==> src/hw/i2csw_params.svh <==
// constants for the i2c switch host controller: offsets, fields, reset values, timing
`ifndef I2CSW_PARAMS_SVH
`define I2CSW_PARAMS_SVH
`define I2CSW_CTRL_OFF      12'h000
`define I2CSW_ADDR_OFF      12'h004
`define I2CSW_WDATA_OFF     12'h008
`define I2CSW_STAT_OFF      12'h00C
`define I2CSW_CTRL_GO_BIT   0
`define I2CSW_CTRL_READ_BIT 1
`define I2CSW_CTRL_RST_BIT  2
`define I2CSW_STAT_BUSY_BIT 0
`define I2CSW_STAT_DONE_BIT 1
`define I2CSW_STAT_NACK_BIT 2
`define I2CSW_STAT_RD_LSB   8
`define I2CSW_ADDR_RESET    7'h00
`define I2CSW_WDATA_RESET   8'h00
`define I2CSW_BYTE_BITS     4'h8
`define I2CSW_CNT_W         16
`define I2CSW_PCLK_NS       5
`define I2CSW_SCL_QTR_NS    2500
`define I2CSW_RST_LOW_NS    500
`endif

==> src/hw/i2csw_pkg.sv <==
// types of the i2c switch host controller
`include "i2csw_params.svh"
package i2csw_pkg;
  typedef enum logic [2:0] {I2CSW_IDLE, I2CSW_BUSWAIT, I2CSW_START, I2CSW_BIT, I2CSW_STOP,
                            I2CSW_RSTP} i2csw_fsm_type;

  typedef struct packed {
    logic        psel;
    logic        penable;
    logic        pwrite;
    logic [11:0] paddr;
    logic [31:0] pwdata;
  } i2csw_apb_req_type;

  typedef struct packed {
    logic [31:0] prdata;
    logic        pready;
    logic        pslverr;
  } i2csw_apb_rsp_type;

  typedef struct packed {
    logic scl_o;
    logic scl_oe;
    logic sda_o;
    logic sda_oe;
    logic switch_reset_n;
  } i2csw_pin_out_type;

  typedef struct packed {
    i2csw_fsm_type           fsm;
    logic [`I2CSW_CNT_W-1:0] cnt;
    logic [1:0]              phase;
    logic [3:0]              bitn;
    logic                    byten;
    logic [7:0]              shreg;
    logic [7:0]              rdata;
    logic [6:0]              addr;
    logic [7:0]              wdata;
    logic                    dir;
    logic                    done;
    logic                    nack;
    logic                    scl_oe;
    logic                    sda_oe;
    logic                    swrst_n;
    logic                    scl_m;
    logic                    scl_s;
    logic                    sda_m;
    logic                    sda_s;
    logic [31:0]             prdata;
    logic                    pslverr;
  } i2csw_regs_type;
endpackage

==> src/hw/i2csw_host.sv <==
// host controller that drives the eight-channel i2c switch over scl/sda and its reset pin
//
// Notes on behaviour
// - reset pin low clears switch, all channels off
// - start only when scl and sda high
// - sda changes only while scl low
// - eight data bits then one acknowledge bit
// - master gives ninth clock, transmitter releases sda
// - master reader leaves last byte unacknowledged
// - write loads control byte, read returns it
// - address lsb one reads, zero writes
//
// The register offsets and register access over APB were chosen for this implementation.
`timescale 1ns/10ps
`include "i2csw_params.svh"
module i2csw_host #(
  parameter logic [`I2CSW_CNT_W-1:0] QTR_CYC =
    `I2CSW_CNT_W'((`I2CSW_SCL_QTR_NS + `I2CSW_PCLK_NS - 1) / `I2CSW_PCLK_NS),
  parameter logic [`I2CSW_CNT_W-1:0] RST_CYC =
    `I2CSW_CNT_W'((`I2CSW_RST_LOW_NS + `I2CSW_PCLK_NS - 1) / `I2CSW_PCLK_NS)
) (
  input  wire logic                     pclk,
  input  wire logic                     presetn,
  input  wire i2csw_pkg::i2csw_apb_req_type apb_req,
  output      i2csw_pkg::i2csw_apb_rsp_type apb_rsp,
  input  wire logic                     scl_i,
  input  wire logic                     sda_i,
  output      i2csw_pkg::i2csw_pin_out_type pins
);
  import i2csw_pkg::*;

  // everything after async reset: switch reset pin held low, lines released
  localparam i2csw_regs_type RST_VAL = '{
    fsm:     I2CSW_RSTP,
    cnt:     '0,
    phase:   2'h0,
    bitn:    4'h0,
    byten:   1'b0,
    shreg:   8'h00,
    rdata:   8'h00,
    addr:    `I2CSW_ADDR_RESET,
    wdata:   `I2CSW_WDATA_RESET,
    dir:     1'b0,
    done:    1'b0,
    nack:    1'b0,
    scl_oe:  1'b0,
    sda_oe:  1'b0,
    swrst_n: 1'b0,
    scl_m:   1'b1,
    scl_s:   1'b1,
    sda_m:   1'b1,
    sda_s:   1'b1,
    prdata:  32'h0000_0000,
    pslverr: 1'b0
  };

  i2csw_regs_type s;
  i2csw_regs_type next_s;

  logic setup_rd;
  logic access;
  logic mapped;
  logic busy;
  logic rx_byte;
  logic phase_end;
  logic [31:0] rd_word;
  logic [`I2CSW_CNT_W-1:0] cnt_step;

  // apb handshake: zero wait states, every access answered in its first access cycle
  assign apb_rsp.pready  = apb_req.psel & apb_req.penable;
  assign apb_rsp.prdata  = s.prdata;
  assign apb_rsp.pslverr = s.pslverr & apb_req.psel & apb_req.penable;

  // open-drain pins: output level is always low, only the enables move
  assign pins.scl_o          = 1'b0;
  assign pins.sda_o          = 1'b0;
  assign pins.scl_oe         = s.scl_oe;
  assign pins.sda_oe         = s.sda_oe;
  assign pins.switch_reset_n = s.swrst_n;

  // decode of the register bus and of the transfer in progress
  always_comb
  begin
    setup_rd = apb_req.psel & ~apb_req.penable & ~apb_req.pwrite;
    access   = apb_req.psel & apb_req.penable;
    mapped   = (apb_req.paddr == `I2CSW_CTRL_OFF) || (apb_req.paddr == `I2CSW_ADDR_OFF) ||
               (apb_req.paddr == `I2CSW_WDATA_OFF) || (apb_req.paddr == `I2CSW_STAT_OFF);
    busy     = (s.fsm != I2CSW_IDLE);
    rx_byte  = s.byten & s.dir;  // second byte of a read comes from the switch
    rd_word  = 32'h0000_0000;
    case (apb_req.paddr)
      `I2CSW_CTRL_OFF:
      begin
        rd_word[`I2CSW_CTRL_READ_BIT] = s.dir;
        rd_word[`I2CSW_CTRL_RST_BIT]  = (s.fsm == I2CSW_RSTP);
      end
      `I2CSW_ADDR_OFF:  rd_word[6:0] = s.addr;
      `I2CSW_WDATA_OFF: rd_word[7:0] = s.wdata;
      `I2CSW_STAT_OFF:
      begin
        rd_word[`I2CSW_STAT_BUSY_BIT] = busy;
        rd_word[`I2CSW_STAT_DONE_BIT] = s.done;
        rd_word[`I2CSW_STAT_NACK_BIT] = s.nack;
        rd_word[`I2CSW_STAT_RD_LSB +: 8] = s.rdata;
      end
      default:          rd_word = 32'h0000_0000;
    endcase
    // stretching: the first high quarter of a bit or stop only ends once scl really reads high
    phase_end = (s.cnt == QTR_CYC - `I2CSW_CNT_W'(1)) && !((s.phase == 2'h2) && !s.scl_s);
    // a stretched high quarter parks the count on its last value; counting on would miss the end for 2^16 cycles
    if (phase_end)
    begin
      cnt_step = '0;
    end
    else if (s.cnt == QTR_CYC - `I2CSW_CNT_W'(1))
    begin
      cnt_step = s.cnt;
    end
    else
    begin
      cnt_step = s.cnt + `I2CSW_CNT_W'(1);
    end
  end

  // next state of the whole controller
  always_comb
  begin
    next_s = s;
    // two-flop synchronisers on the bus lines
    next_s.scl_m = scl_i;
    next_s.scl_s = s.scl_m;
    next_s.sda_m = sda_i;
    next_s.sda_s = s.sda_m;

    // read data and error are captured in the setup cycle and shown in the access cycle
    if (apb_req.psel && !apb_req.penable)
    begin
      next_s.pslverr = ~mapped;
      if (setup_rd)
      begin
        next_s.prdata = rd_word;
      end
    end

    // register writes; address and data are locked while a transfer runs
    if (access && apb_req.pwrite && !busy)
    begin
      case (apb_req.paddr)
        `I2CSW_ADDR_OFF:  next_s.addr  = apb_req.pwdata[6:0];
        `I2CSW_WDATA_OFF: next_s.wdata = apb_req.pwdata[7:0];
        `I2CSW_CTRL_OFF:
        begin
          if (apb_req.pwdata[`I2CSW_CTRL_RST_BIT])
          begin
            next_s.fsm     = I2CSW_RSTP;
            next_s.cnt     = '0;
            next_s.swrst_n = 1'b0;
          end
          else if (apb_req.pwdata[`I2CSW_CTRL_GO_BIT])
          begin
            next_s.dir  = apb_req.pwdata[`I2CSW_CTRL_READ_BIT];
            next_s.done = 1'b0;
            next_s.nack = 1'b0;
            next_s.fsm  = I2CSW_BUSWAIT;
            next_s.cnt  = '0;
          end
        end
        default: next_s.fsm = s.fsm;
      endcase
    end

    // serial engine; each phase lasts one quarter of an scl period
    case (s.fsm)
      I2CSW_IDLE:
      begin
        next_s.sda_oe = 1'b0;
      end
      I2CSW_RSTP:
      begin
        // switch reset pin held low for its least width; lines left released
        next_s.sda_oe = 1'b0;
        if (s.cnt >= RST_CYC - `I2CSW_CNT_W'(1))
        begin
          next_s.fsm     = I2CSW_IDLE;
          next_s.swrst_n = 1'b1;
          next_s.cnt     = '0;
        end
        else
        begin
          next_s.cnt     = s.cnt + `I2CSW_CNT_W'(1);
          next_s.swrst_n = 1'b0;
        end
      end
      I2CSW_BUSWAIT:
      begin
        // bus counts as free after both lines read high for a whole quarter
        if (!(s.scl_s && s.sda_s))
        begin
          next_s.cnt = '0;
        end
        else if (s.cnt == QTR_CYC - `I2CSW_CNT_W'(1))
        begin
          next_s.fsm    = I2CSW_START;
          next_s.cnt    = '0;
          next_s.phase  = 2'h0;
          next_s.sda_oe = 1'b1;
        end
        else
        begin
          next_s.cnt = s.cnt + `I2CSW_CNT_W'(1);
        end
      end
      I2CSW_START:
      begin
        next_s.cnt = cnt_step;
        if (phase_end)
        begin
          if (s.phase == 2'h0)
          begin
            next_s.phase = 2'h1;  // scl falls after sda has been low a quarter
          end
          else
          begin
            next_s.fsm   = I2CSW_BIT;
            next_s.phase = 2'h0;
            next_s.bitn  = 4'h0;
            next_s.byten = 1'b0;
            next_s.shreg = {s.addr, s.dir};
          end
        end
      end
      I2CSW_BIT:
      begin
        next_s.cnt = cnt_step;
        if (phase_end)
        begin
          next_s.phase = s.phase + 2'h1;
          case (s.phase)
            2'h0:
            begin
              // data moves a quarter after scl fell, far from either edge
              if (s.bitn < `I2CSW_BYTE_BITS && !rx_byte)
              begin
                next_s.sda_oe = ~s.shreg[7];
              end
              else
              begin
                next_s.sda_oe = 1'b0;
              end
            end
            2'h2:
            begin
              // sample in the middle of the high phase
              if (s.bitn < `I2CSW_BYTE_BITS)
              begin
                next_s.shreg = {s.shreg[6:0], s.sda_s};
              end
              else if (!rx_byte)
              begin
                next_s.nack = s.sda_s;
              end
              else
              begin
                next_s.rdata = s.shreg;
              end
            end
            2'h3:
            begin
              if (s.bitn < `I2CSW_BYTE_BITS)
              begin
                next_s.bitn = s.bitn + 4'h1;
              end
              else if (s.nack || s.byten)
              begin
                // one data byte per transfer, or the switch refused
                next_s.fsm   = I2CSW_STOP;
                next_s.phase = 2'h0;
              end
              else
              begin
                next_s.byten = 1'b1;
                next_s.bitn  = 4'h0;
                next_s.shreg = s.wdata;
              end
            end
            default: next_s.phase = s.phase + 2'h1;
          endcase
        end
      end
      I2CSW_STOP:
      begin
        next_s.cnt = cnt_step;
        if (phase_end)
        begin
          next_s.phase = s.phase + 2'h1;
          case (s.phase)
            2'h0:    next_s.sda_oe = 1'b1;  // pull sda low while scl is low
            2'h2:    next_s.sda_oe = 1'b0;
            2'h3:
            begin
              // last quarter gives bus free time before the next start
              next_s.fsm   = I2CSW_IDLE;
              next_s.phase = 2'h0;
              next_s.done  = 1'b1;
            end
            default: next_s.sda_oe = s.sda_oe;
          endcase
        end
      end
      default:
      begin
        next_s.fsm = I2CSW_IDLE;
      end
    endcase

    // scl is driven low in the first half of every bit and stop, and late in start
    next_s.scl_oe = ((next_s.fsm == I2CSW_START) && (next_s.phase == 2'h1)) ||
                    (((next_s.fsm == I2CSW_BIT) || (next_s.fsm == I2CSW_STOP)) && (next_s.phase < 2'h2));
  end

  // single state register; async reset puts the switch in reset at once
  always_ff @(posedge pclk or negedge presetn)
  begin
    if (!presetn)
    begin
      s <= RST_VAL;
    end
    else
    begin
      s <= next_s;
    end
  end
endmodule

==> config.mk <==
export PLATFORM = sky130hd
export DESIGN_NAME = i2csw_host
export DESIGN_NICKNAME = d
export VERILOG_FILES = /design/src/hw/i2csw_pkg.sv /design/src/hw/i2csw_host.sv
export VERILOG_INCLUDE_DIRS = /design/src /design/src/hw
export SDC_FILE = /design/constraint.sdc
export NUM_CORES = 1
export LEC_CHECK = 0
export ABC_AREA = 1
export BUFFER_PORTS_ARGS = -buffer_cell sky130_fd_sc_hd__buf_2
export CAP_MARGIN = 20
export CELL_PAD_IN_SITES_DETAIL_PLACEMENT = 1
export CELL_PAD_IN_SITES_GLOBAL_PLACEMENT = 1
export CORE_ASPECT_RATIO = 2
export CORE_MARGIN = 3
export CORE_UTILIZATION = 35
export DETAILED_ROUTE_END_ITERATION = 16
export PLACE_DENSITY_LB_ADDON = 0.1
export SLEW_MARGIN = 20
export SYNTH_ARGS = -nofsm -noshare
export SYNTH_HDL_FRONTEND = slang
export SYNTH_SLANG_ARGS = --single-unit
==> constraint.sdc <==
create_clock -name pclk -period 1.8 [get_ports pclk]
set_input_delay 0 -clock pclk [delete_from_list [all_inputs] [get_ports pclk]]
set_output_delay 0 -clock pclk [all_outputs]
set_load 0.02 [all_outputs]
Word level (Yosys, flattened, before mapping)

Index checks and enable logic that the tools add are counted.

$add $sub $neg: 3
Order comparisons: 3
Eq/ne operators: 32
Muxes and demuxes: 75
Bitwise operators: 12
Reductions and logical operators: 45

Operators by type and width:

| kind                    | count |
|---|---|
| $mux W16                | 6 |
| $mux W19                | 3 |
| $pmux W16 S3            | 1 |
| $mux W8                 | 5 |
| $mux W3                 | 12 |
| $mux W13                | 2 |
| $pmux W13 S2            | 1 |
| $eq A12 B4 Y1 const B   | 2 |
| $mux W23                | 1 |
| $mux W2                 | 11 |
| $mux W1                 | 21 |
| $ne A2 B2 Y1 const B    | 9 |
| $ne A3 B3 Y1 const B    | 6 |
| $pmux W3 S6             | 1 |
| $add A16 B1 Y16 const B | 1 |
| $eq A16 B9 Y1 const B   | 1 |
| $ge A16 B7 Y1 const B   | 1 |
| $pmux W2 S4             | 2 |
| $pmux W8 S2             | 1 |
| $mux W15                | 1 |
| $reduce_and A7 Y1       | 2 |
| $eq A12 B3 Y1 const B   | 1 |
| $eq A3 B2 Y1 const B    | 4 |
| $logic_not A12 Y1       | 1 |
| 36 further kinds        | 74 |

Bits in registers: 84
Bits of input ports: 51
Output and inout bits: 39
Word-level logic and storage cells: 191

Depth between registers and ports, before layout

Gate-level depths: netlist of the first run.

Word-level depth: 13
Mapped depth: 13
Depth with buffers taken out: 13

Worst setup path before layout of the first run

OpenSTA, ideal clock, no wires.

Path kind: register -> register
From: register s[80] in the netlist's numbering
To: register s[67] in the netlist's numbering
Library setup time: 0.092 ns
Arrival time: 1.707 ns
Required time: 1.708 ns
Path slack: 0.001 ns
Cell stages (with the launch flop): 10
Path buffers: 2
Period minus slack after synthesis: 1.799 ns
Path through: dfrtp_1 ha_1 clkbuf_2 inv_1 a21oi_1 a21oi_1 nor2_1 o2111ai_4 buf_4 o31ai_2

Cells in the longest elaborated chain, start to end: 6
Elaborated cells on any way between the ends: 17
Those cells by class: 9 x eq/ne; 3 x mux; 5 x reduce/logical

RTL lines:

| item                               | RTL line                             | source |
|---|---|---|
| start, declared                    | i2csw_host.sv:57                     | `i2csw_regs_type s;` |
| start signal, assigned             | i2csw_host.sv:330                    | `s <= next_s;` |
| $eq A2 B2 Y1                       | i2csw_host.sv:109, i2csw_host.sv:238 |  |
| $logic_and A1 B1 Y1                | i2csw_host.sv:109                    | `` phase_end = (s.cnt == QTR_CYC - `I2CSW_CNT_W'(1)) && !((s.phase == 2'h2) && !s.scl_s); `` |
| $logic_not A1 Y1                   | i2csw_host.sv:109                    |  |
| $logic_and A1 B1 Y1                | i2csw_host.sv:109                    |  |
| $ne A2 B2 Y1 (no source line)      | --                                   |  |
| $reduce_and A8 Y1 (no source line) | --                                   |  |

Parallel ways exist; a longest one is shown, timed or not. The select of a mux whose other input is x is not followed.
A chain may end at the register's enable or synchronous reset.

Worst setup path in the final report of the first run

From: register s[91] in the netlist's numbering
To: register s[83] in the netlist's numbering

Cells in the longest elaborated chain, start to end: 4
Elaborated cells on any way between the ends: 10
Those cells by class: 1 x order compare; 2 x eq/ne; 5 x mux; 2 x reduce/logical

RTL lines:

| item |
|---|
| parallel branches: the longest is 4 deep, another holds $ge A16 B7 Y1 |

Several ways; the timed one is not identified.

==> flow_metrics.env, run 1 <==
export IMPL_outcome="complete, but fails checks"
export IMPL_violations="setup timing"
export IMPL_grt_max_degree=44
export IMPL_placementRows=60
export IMPL_core_area_sq_um=13600
export IMPL_h_tree_depth=3
export IMPL_skew_ps=8.02
export IMPL_post_route_drc_count=0
export IMPL_num_vias=4811
export IMPL_cap_violations=0
export IMPL_max_freq_mhz=515
export IMPL_insertion_delay_ps=340
export IMPL_vdd_drop_max_mv=0.423
export IMPL_io_pins=90
export IMPL_cp_max_fo=4
export IMPL_ant_nets=0
export IMPL_synth_top_area_frac=0.397
export IMPL_worstSetupEndpointType="register"
export IMPL_fin_ws_ps=-141
export IMPL_finalWirelength_um=17400
export IMPL_grt_pass1_wl_um=27300
export IMPL_cts_tree="yes"
export IMPL_synthDistinctLibCells=46
export IMPL_yosys_warnings=0
export IMPL_setup_viol_count_final=18
export IMPL_period_minus_slack_ps=1940
export IMPL_synth_top_area_cell="dfrtp_1"
export IMPL_cts_max_path_buffers=2
export IMPL_synth_edf_count=0
export IMPL_synth_flop_cell="dfrtp_1"
export IMPL_post_route_cells_drive_above_1_share=0.370
export IMPL_port_buffers=47
export IMPL_synth_area_sq_um=4920
export IMPL_slew_violations=0
export IMPL_ys_seq_area_frac=0.429
export IMPL_dieArea_sq_um=15600
export IMPL_async_flop_share=1.00
export IMPL_netlist_top_cells_area="dfrtp_1, nand2_1, inv_1"
export IMPL_start_kind="register"
export IMPL_grt_total_usage=0.225
export IMPL_root_buffer="clkbuf_16"
export IMPL_start_util=0.362
export IMPL_nets=830
export IMPL_hold_violations=0
export IMPL_fp_dieH_um=174
export IMPL_viasPerCell=4.99
export IMPL_rsz0062_at_grt="yes"
export IMPL_timing_final_crit_share=1.08
export IMPL_clkTransAtPathRegs_ps=70
export IMPL_drt_initial_drc_count=199
export IMPL_holdWs_ps=16.8
export IMPL_wl_per_cell_um=18.1
export IMPL_power_leakage_uw=0.00324
export IMPL_area_growth_pct=39.0
export IMPL_clkSinkCount=84
export IMPL_antenna_found_initial=0
export IMPL_min_path_type="primary input to register"
export IMPL_dp_worst_setup_slack_ps=-334
export IMPL_path_class="register to register"
export IMPL_synthCells=643
export IMPL_die_w_um=89.8
export IMPL_cp_required_ps=2020
export IMPL_drt_pass1_iterations=4
export IMPL_grt_pass1_vias=5372
export IMPL_fin_util=0.503
export IMPL_gp_congestion=0.956
export IMPL_powerDensity_nw_per_um2=616
export IMPL_worstPathArrival_ps=2160
export IMPL_ys_seq_elements=84
export IMPL_cts_buffers=9
export IMPL_fill_cells=1662
export IMPL_overflow=0
export IMPL_syn_mean_instance_area_sq_um=7.65
export IMPL_dp_hpwl_um=13400
export IMPL_diodes=0
export IMPL_fin_setup_tns_ps=-1010
==> layer usage <==
layer / vias up / wire length [um] / GRT usage
met5: - / 0 / 0
li1: 2308 / - / -
met4: 0 / 1300 / 0.160
met1: 2347 / 5370 / 0.189
met3: 57 / 363 / 0.0295
met2: 99 / 10400 / 0.460
==> worst max-delay path, cell delays in order (launching register included) <==
cell,delay (ps)
dfrtp_2,440
inv_1,80
nand2_2,80
nor2_1,150
nand2_2,100
nor2_4,130
buf_6,130
nor3_2,50
nand3b_1,340
nand2_2,230
o22ai_2,90
==> registers in the layout (all words and copies together), names as in the netlist <==
name and flops:
pins 3, next_s 2, apb_rsp 16, s 63
==> power breakdown <==
group / switching (uW) / internal (uW) / total (uW)
sequential: 12.3 / 1910 / 1920
clock: 808 / 1230 / 2030
combinational: 172 / 82.5 / 255
total: 992 / 3220 / 4210
==> cells in the mapped netlist, drive strengths merged (2+ instances only) <==
cell    instances
nand3b          2
nand2         147
inv            96
nand4          14
nor3b           2
ha              5
buf            43
o221ai          2
nor2           55
a21o            2
nand3          49
a21oi          20
o22ai           5
dfrtp          78
o21ai          60
o31ai           8
clkbuf          8
xnor2           2
a31oi           4
nor3           11
o21a            2
dfstp           6
nor4            3
o211ai          9
==> timing repair <==
action,in CTS,in global routing
cloned,1,1
hold endpoints to repair,96,0
setup endpoints to repair,42,45
hold buffers,11,0
gates resized for setup,84,65
setup buffers,10,7
pin swaps,23,28
==> logic make-up after synthesis <==
family	synth area share
other cells	0.000762
flops	0.429
fa+ha+maj	0.0127
buf+inv	0.146
compound gates	0.141
mux	0.00229
simple gates	0.263
xor+xnor	0.00534
==> cell usage in the layout (no fill, tap or decap), types with 9 or more instances in the layout <==
master	netlist	routed
a21oi_1	20	14
buf_2	2	46
buf_4	39	82
buf_6	2	10
clkbuf_16	0	10
conb_1	1	18
dfrtp_1	78	74
dlygate4sd3_1	0	11
inv_1	89	80
inv_2	7	13
nand2_1	144	122
nand2_2	3	21
nand3_1	46	36
nand3_2	3	9
nand4_1	14	14
nor2_1	50	28
nor2_2	4	14
nor2_4	1	13
o211ai_1	9	9
o21ai_0	45	39
o21ai_1	15	19
==> layout make-up <==
cell class | count | area (sq um) | area share
sequential | 84 | 2110 | 0.309
clock inverter | 5 | 85.1 | 0.0124
tap | 186 | 233 | 0.0340
clock buffer | 11 | 233 | 0.0340
timing repair buffer | 153 | 1150 | 0.168
inverter | 96 | 368 | 0.0538
multi-input combinational | 430 | 2650 | 0.388
==> through the flow <==
| step | std cells | power, uW | area (sq um) |
|---|---|---|---|
| after floorplan | 660 | 2100 | 4980 |
| after global placement | 919 | 2180 | 5700 |
| after CTS | 957 | 4270 | 6520 |
| final | 965 | 4210 | 6840 |
| after detailed placement | 919 | 2180 | 5700 |
| after global routing | 965 | 4380 | 6840 |
==> worst paths after layout <==
| kind | startpoint | end | slack, ps | depth (start not counted) |
|---|---|---|---|---|
| worst max-delay path | s[91] | s[83] | -140 | 10 |
| worst min register to register | next_s[35] | s[35] | 350 | 0 |
| worst min-delay path | apb_req[2] | s[45] | 20 | 3 |
| max in group asynchronous | presetn | s[33] | 1040 | 3 |
| min in group asynchronous | presetn | apb_rsp[6] | 80 | 2 |
| worst max register to register | s[91] | s[83] | -140 | 10 |
Note: power is estimated with default switching activity, not from simulation.
==> inputs of run 2 (changes only) <==
--- a/config.mk
+++ b/config.mk
@@ -6,7 +6,6 @@
 export SDC_FILE = /design/constraint.sdc
 export NUM_CORES = 1
 export LEC_CHECK = 0
-export ABC_AREA = 1
 export BUFFER_PORTS_ARGS = -buffer_cell sky130_fd_sc_hd__buf_2
 export CAP_MARGIN = 20
 export CELL_PAD_IN_SITES_DETAIL_PLACEMENT = 1
==> run 2 against run 1 <==
The flow still finishes with violations (setup timing). Sequential cell count is the same. Critical endpoint is now pins[3]. Largest power group unchanged. Sequential share of layout area shrank 0.55 points. Highest routed layer unchanged. Critical path depth decreased by 3. Routed wire length fell by 7.8%.
==> flow_metrics.env, run 2 <==
export IMPL_fin_ws_ps=-366
export IMPL_multi_input_area_sq_um=2760
export IMPL_fill_cells=1424
export IMPL_cp_required_ps=2050
export IMPL_synth_flop_cell="dfrtp_1"
export IMPL_netlist_top_cells_area="dfrtp_1, mux2_2, buf_4"
export IMPL_insertion_delay_ps=350
export IMPL_port_buffers=47
export IMPL_drt_pass1_iterations=4
export IMPL_start_kind="register"
export IMPL_synth_area_mux_share=0.0926
export IMPL_yosys_warnings=0
export IMPL_cap_violations=0
export IMPL_power_uw=4420
export IMPL_wl_per_cell_um=20.6
export IMPL_start_util=0.361
export IMPL_max_freq_mhz=462
export IMPL_min_to="s[0]"
export IMPL_vdd_drop_max_mv=0.466
export IMPL_grt_use_met1=0.195
export IMPL_grt_busiest_layer="met2"
export IMPL_skew_ps=10.0
export IMPL_area_growth_pct=47.2
export IMPL_ys_seq_area_frac=0.447
export IMPL_largest_register="s"
export IMPL_placementRows=59
export IMPL_ant_nets=0
export IMPL_violations="setup timing"
export IMPL_drt_initial_drc_count=102
export IMPL_holdWs_ps=9.89
export IMPL_die_w_um=88.1
export IMPL_core_area_sq_um=13100
export IMPL_finalWirelength_um=16100
export IMPL_synth_most_common_cell="dfrtp_1"
export IMPL_rsz0062_at_grt="yes"
export IMPL_clkTransAtPathRegs_ps=70
export IMPL_synthTopCellsByCount="dfrtp_1, nand2_1, buf_4"
export IMPL_h_tree_depth=3
export IMPL_slew_violations=0
export IMPL_powerDensity_nw_per_um2=637
export IMPL_io_pins=90
export IMPL_hold_violations=0
export IMPL_post_route_cells_drive_above_1_share=0.471
export IMPL_async_flop_share=1.00
export IMPL_diodes=0
export IMPL_power_leakage_uw=0.00322
export IMPL_worstSetupEndpointType="register"
export IMPL_synth_xor_area_frac=0.00557
export IMPL_setup_viol_count_final=62
export IMPL_r2r_slack_ps=-370
export IMPL_clkSinkCount=84
export IMPL_min_path_type="primary input to register"
export IMPL_yosys_area_share_simple=0.181
export IMPL_synth_top_family_by_area="simple AND/OR/NAND/NOR gates"
export IMPL_post_route_drc_count=0
export IMPL_fin_area_sq_um=6940
export IMPL_fin_setup_tns_ps=-12000
export IMPL_syn_mean_instance_area_sq_um=10.0
export IMPL_num_vias=4284
export IMPL_overflow=0
export IMPL_final_common_cell="buf_4"
export IMPL_synth_top_area_frac=0.414
export IMPL_dieArea_sq_um=15000
export IMPL_path_class="register to register"
export IMPL_largest_reg_flops=63
export IMPL_worstPathArrival_ps=2410
export IMPL_outcome="complete, but fails checks"
export IMPL_root_buffer="clkbuf_16"
export IMPL_nets=680
export IMPL_antenna_found_initial=0
export IMPL_cp_max_fo=3
export IMPL_grt_max_degree=32
export IMPL_synth_area_sq_um=4720
export IMPL_grt_total_usage=0.217
export IMPL_cts_tree="yes"
export IMPL_synth_edf_count=0
export IMPL_reg2reg_depth=7
export IMPL_ys_seq_elements=84
export IMPL_dp_hpwl_um=11600
export IMPL_cts_max_path_buffers=2
export IMPL_synthCells=470
export IMPL_hold_start="apb_req[46]"
export IMPL_synthAdderAreaFrac=0.0133
export IMPL_final_cell_mix="buf_4, dfrtp_1, buf_2"
export IMPL_place_area_sq_um=5780
export IMPL_seq_area_sq_um=2110
export IMPL_period_minus_slack_ps=2170
export IMPL_use_met2=0.437
export IMPL_timing_final_crit_share=1.20
export IMPL_worstReg2RegEnd="pins[3]"
export IMPL_synth_compound_area_share=0.166
export IMPL_synth_top_area_cell="dfrtp_1"
export IMPL_grt_pass1_vias=4757
export IMPL_synthDistinctLibCells=68
export IMPL_cts_buffers=9
export IMPL_viasPerCell=5.49
export IMPL_fp_dieH_um=170
export IMPL_r2r_start="s[93]"
export IMPL_grt_pass1_wl_um=24900
export IMPL_gp_congestion=0.818
export IMPL_hold_depth=3
export IMPL_met3_usage=0.0359
[run 2: cell type report]
type | count | share of cell area
Tap cell | 152 | 0.0274
Timing Repair Buffer | 183 | 0.210
Multi-Input combinational cell | 330 | 0.398
Sequential cell | 84 | 0.304
Clock inverter | 5 | 0.0155
Inverter | 16 | 0.00865
Clock buffer | 11 | 0.0364
[run 2: timing repair]
item                       CTS  global route
setup buffers               17            13
pin swaps                   22            41
setup endpoints to repair   62            64
hold endpoints to repair    82             0
hold buffers                11             0
resized for setup           60            65
gates cloned                 0             1
[run 2: where the power goes]
part | switching (uW) | internal [uW] | total (uW)
sequential | 9.32 | 1910 | 1920
clock | 816 | 1440 | 2250
combinational | 161 | 82.9 | 244
total | 987 | 3430 | 4420
[run 2: cell families (layout without fill, tap and decap cells)]
| family | after synthesis | in the layout |
|---|---|---|
| flip-flops | 84 | 84 |
| buffers and inverters | 74 | 215 |
| multiplexers | 39 | 39 |
| XOR/XNOR | 3 | 3 |
| AND/OR/NAND/NOR | 158 | 158 |
| adder cells (fa/ha/maj) | 5 | 5 |
| other | 1 | 18 |
| AO/OA/AOI/OAI | 106 | 107 |
[run 2: worst max path at each step]
stage / from / to / slack, ps / cells past startpoint
CTS: s[82] / s[94] / -330 / 8
global route: s[93] / pins[3] / -510 / 7
detailed placement: s[82] / s[92] / -520 / 10
global placement: s[82] / s[87] / -410 / 7
finish: s[93] / pins[3] / -370 / 7
floorplan: s[81] / s[87] / -370 / 9
[run 2: per-stage QoR]
step                 util  setup slack, ps  instances
global placement    0.443             -412        734
detailed placement  0.443             -517        734
floorplan               -             -369        487
CTS                 0.510             -334        778
global route        0.531             -509        781
finish              0.531             -366        781
[run 2: worst max-delay path, stage by stage, from the launching register on]
cell      delay [ps]
dfrtp_1          410
nor4_4           340
buf_4            190
nand2_2           80
or3_4            420
a31oi_1          250
o21ai_1          150
a211oi_1         220
[run 2: layer usage]
metal,part of all wire,wire [um]
met1,0.32,5200
met2,0.60,9660
met3,0.021,338
met4,0.055,884
met5,0,0
==> inputs of run 3 (changes only) <==
--- a/config.mk
+++ b/config.mk
@@ -11,7 +11,6 @@
 export CELL_PAD_IN_SITES_DETAIL_PLACEMENT = 1
 export CELL_PAD_IN_SITES_GLOBAL_PLACEMENT = 1
 export CORE_ASPECT_RATIO = 2
-export CORE_MARGIN = 3
 export CORE_UTILIZATION = 35
 export DETAILED_ROUTE_END_ITERATION = 16
 export PLACE_DENSITY_LB_ADDON = 0.1
==> run 3 against run 2 <==
The run ends with DRC, setup timing left. Worst hold slack better by 2.4 ps. Critical path depth grew 1. Setup slack got worse by 110 ps. Utilization decreased by 0.95 points. Clock skew is 2.6 ps lower. Die area is 6.8% lower. Combinational power barely moved. Register-to-register slack got worse by 110 ps. Critical endpoint is now s[92]. Largest cell class unchanged.
==> flow_metrics.env, run 3 (same netlist as run 2, synthesis figures left out) <==
export IMPL_grt_pass1_wl_um=24500
export IMPL_overflow=0
export IMPL_path_class="register to register"
export IMPL_slew_violations=0
export IMPL_holdWs_ps=12.3
export IMPL_cp_required_ps=2090
export IMPL_p_sw_frac=0.244
export IMPL_fin_setup_tns_ps=-11410
export IMPL_start_kind="register"
export IMPL_port_buffers=47
export IMPL_drt_pass1_iterations=10
export IMPL_clkTransAtPathRegs_ps=70
export IMPL_cap_violations=0
export IMPL_core_area_sq_um=13100
export IMPL_placementRows=59
export IMPL_switching_power_uw=1050
export IMPL_h_tree_depth=3
export IMPL_area_growth_pct=44.6
export IMPL_worstSetupEndpointType="register"
export IMPL_dp_worst_setup_slack_ps=-570
export IMPL_antenna_found_initial=0
export IMPL_cts_max_path_buffers=2
export IMPL_cp_max_fo=7
export IMPL_cts_buffers=9
export IMPL_die_w_um=84.1
export IMPL_fin_ws_ps=-478
export IMPL_min_path_type="primary input to register"
export IMPL_nets=678
export IMPL_gp_congestion=0.842
export IMPL_diodes=0
export IMPL_period_minus_slack_ps=2280
export IMPL_power_share_clock=0.495
export IMPL_grt_pass1_vias=4790
export IMPL_ant_nets=0
export IMPL_fp_dieH_um=166
export IMPL_timing_final_crit_share=1.27
export IMPL_grt_max_degree=38
export IMPL_setup_viol_count_final=54
export IMPL_clkSinkCount=84
export IMPL_wl_per_cell_um=20.9
export IMPL_post_route_drc_count=6
export IMPL_violations="DRC, setup timing"
export IMPL_power_internal_uw=3240
export IMPL_post_route_cells_drive_above_1_share=0.470
export IMPL_share_comb_of_total_power=0.057
export IMPL_reg2reg_depth=8
export IMPL_worstPathArrival_ps=2570
export IMPL_power_uw=4280
export IMPL_insertion_delay_ps=350
export IMPL_hold_depth=3
export IMPL_rsz0062_at_grt="yes"
export IMPL_largest_reg_flops=63
export IMPL_largest_register="s"
export IMPL_max_freq_mhz=439
export IMPL_final_cell_mix="buf_4, dfrtp_1, buf_2"
export IMPL_num_vias=4329
export IMPL_tightest_slew_ps=537
export IMPL_fill_cells=1463
export IMPL_dieArea_sq_um=14000
export IMPL_max_slew_margin=0.642
export IMPL_dp_hpwl_um=11500
export IMPL_io_pins=90
export IMPL_outcome="complete, but fails checks"
export IMPL_drt_initial_drc_count=157
export IMPL_powerDensity_nw_per_um2=628
export IMPL_p_seq_frac=0.449
export IMPL_vdd_drop_max_mv=0.520
export IMPL_skew_ps=7.36
export IMPL_fin_util=0.522
export IMPL_grt_total_usage=0.230
export IMPL_viasPerCell=5.56
export IMPL_cts_tree="yes"
export IMPL_power_leakage_uw=0.00317
export IMPL_final_common_cell="buf_4"
export IMPL_finalWirelength_um=16300
export IMPL_root_buffer="clkbuf_16"
export IMPL_hold_violations=0
export IMPL_start_util=0.361
==> run 3: changes by cell type in the layout (fill, tap and decap cells not counted), moves of 2 or more <==
cell / before / now
nor3_2: 1 / 4
buf_6: 23 / 21
buf_4: 96 / 101
nor3_1: 12 / 10
nand2_2: 2 / 0
clkbuf_8: 2 / 0
inv_8: 0 / 2
buf_12: 7 / 1
nand2_1: 38 / 40
==> run 3: layout make-up <==
cell class | instances | area [sq um] | share of cell area
flip-flops and latches | 84 | 2110 | 0.309
clock inverters | 7 | 108 | 0.0158
inverters | 16 | 60.1 | 0.00881
multi-input cells | 330 | 2740 | 0.402
well taps | 152 | 190 | 0.0279
repair buffers | 181 | 1390 | 0.203
clock buffers | 9 | 225 | 0.0330
==> run 3: power by group through the flow <==
stage	clock, uW	sequential, uW	combinational [uW]
after detailed placement	0	1960	226
after floorplan	0	1960	155
after global placement	0	1960	221
after CTS	2160	1920	245
after global routing	2230	1920	268
final	2120	1920	243
==> run 3: metrics by stage <==
step | area [sq um] | instances
floorplan | 4920 | 487
global placement | 5780 | 735
CTS | 6530 | 768
detailed placement | 5780 | 735
finish | 6820 | 779
global route | 6820 | 779
==> run 3: routing by layer <==
layer	vias to the layer above	track usage	part of all wire
met5	-	0	0
met4	0	0.142	0.065
met3	64	0.0363	0.027
met2	119	0.468	0.60
met1	2172	0.200	0.31
li1	1974	-	-
==> run 3: worst paths after layout <==
kind,to,slack [ps],startpoint
worst max-delay path,s[92],-480,s[97]
worst min-delay path,s[0],10,apb_req[46]
worst max register to register,s[92],-480,s[97]
worst min register to register,s[35],360,next_s[35]
max in group asynchronous,s[47],1000,presetn
min in group asynchronous,s[63],170,presetn
==> run 3: repair_timing <==
item / 4_1_cts / 5_1_grt
hold buffers: 10 / 0
resized for setup: 73 / 49
pin swaps: 27 / 25
endpoints found under the hold margin: 48 / 0
gates cloned: 1 / 1
setup endpoints to repair: 62 / 63
setup buffers: 8 / 15
==> run 3: critical path, cell delays in order, from the launching register on <==
cell	delay (ps)
dfstp_2	560
buf_4	120
clkinv_1	110
buf_4	170
nor4b_2	400
nor3_2	70
buf_4	180
a2111oi_0	470
a21o_1	140
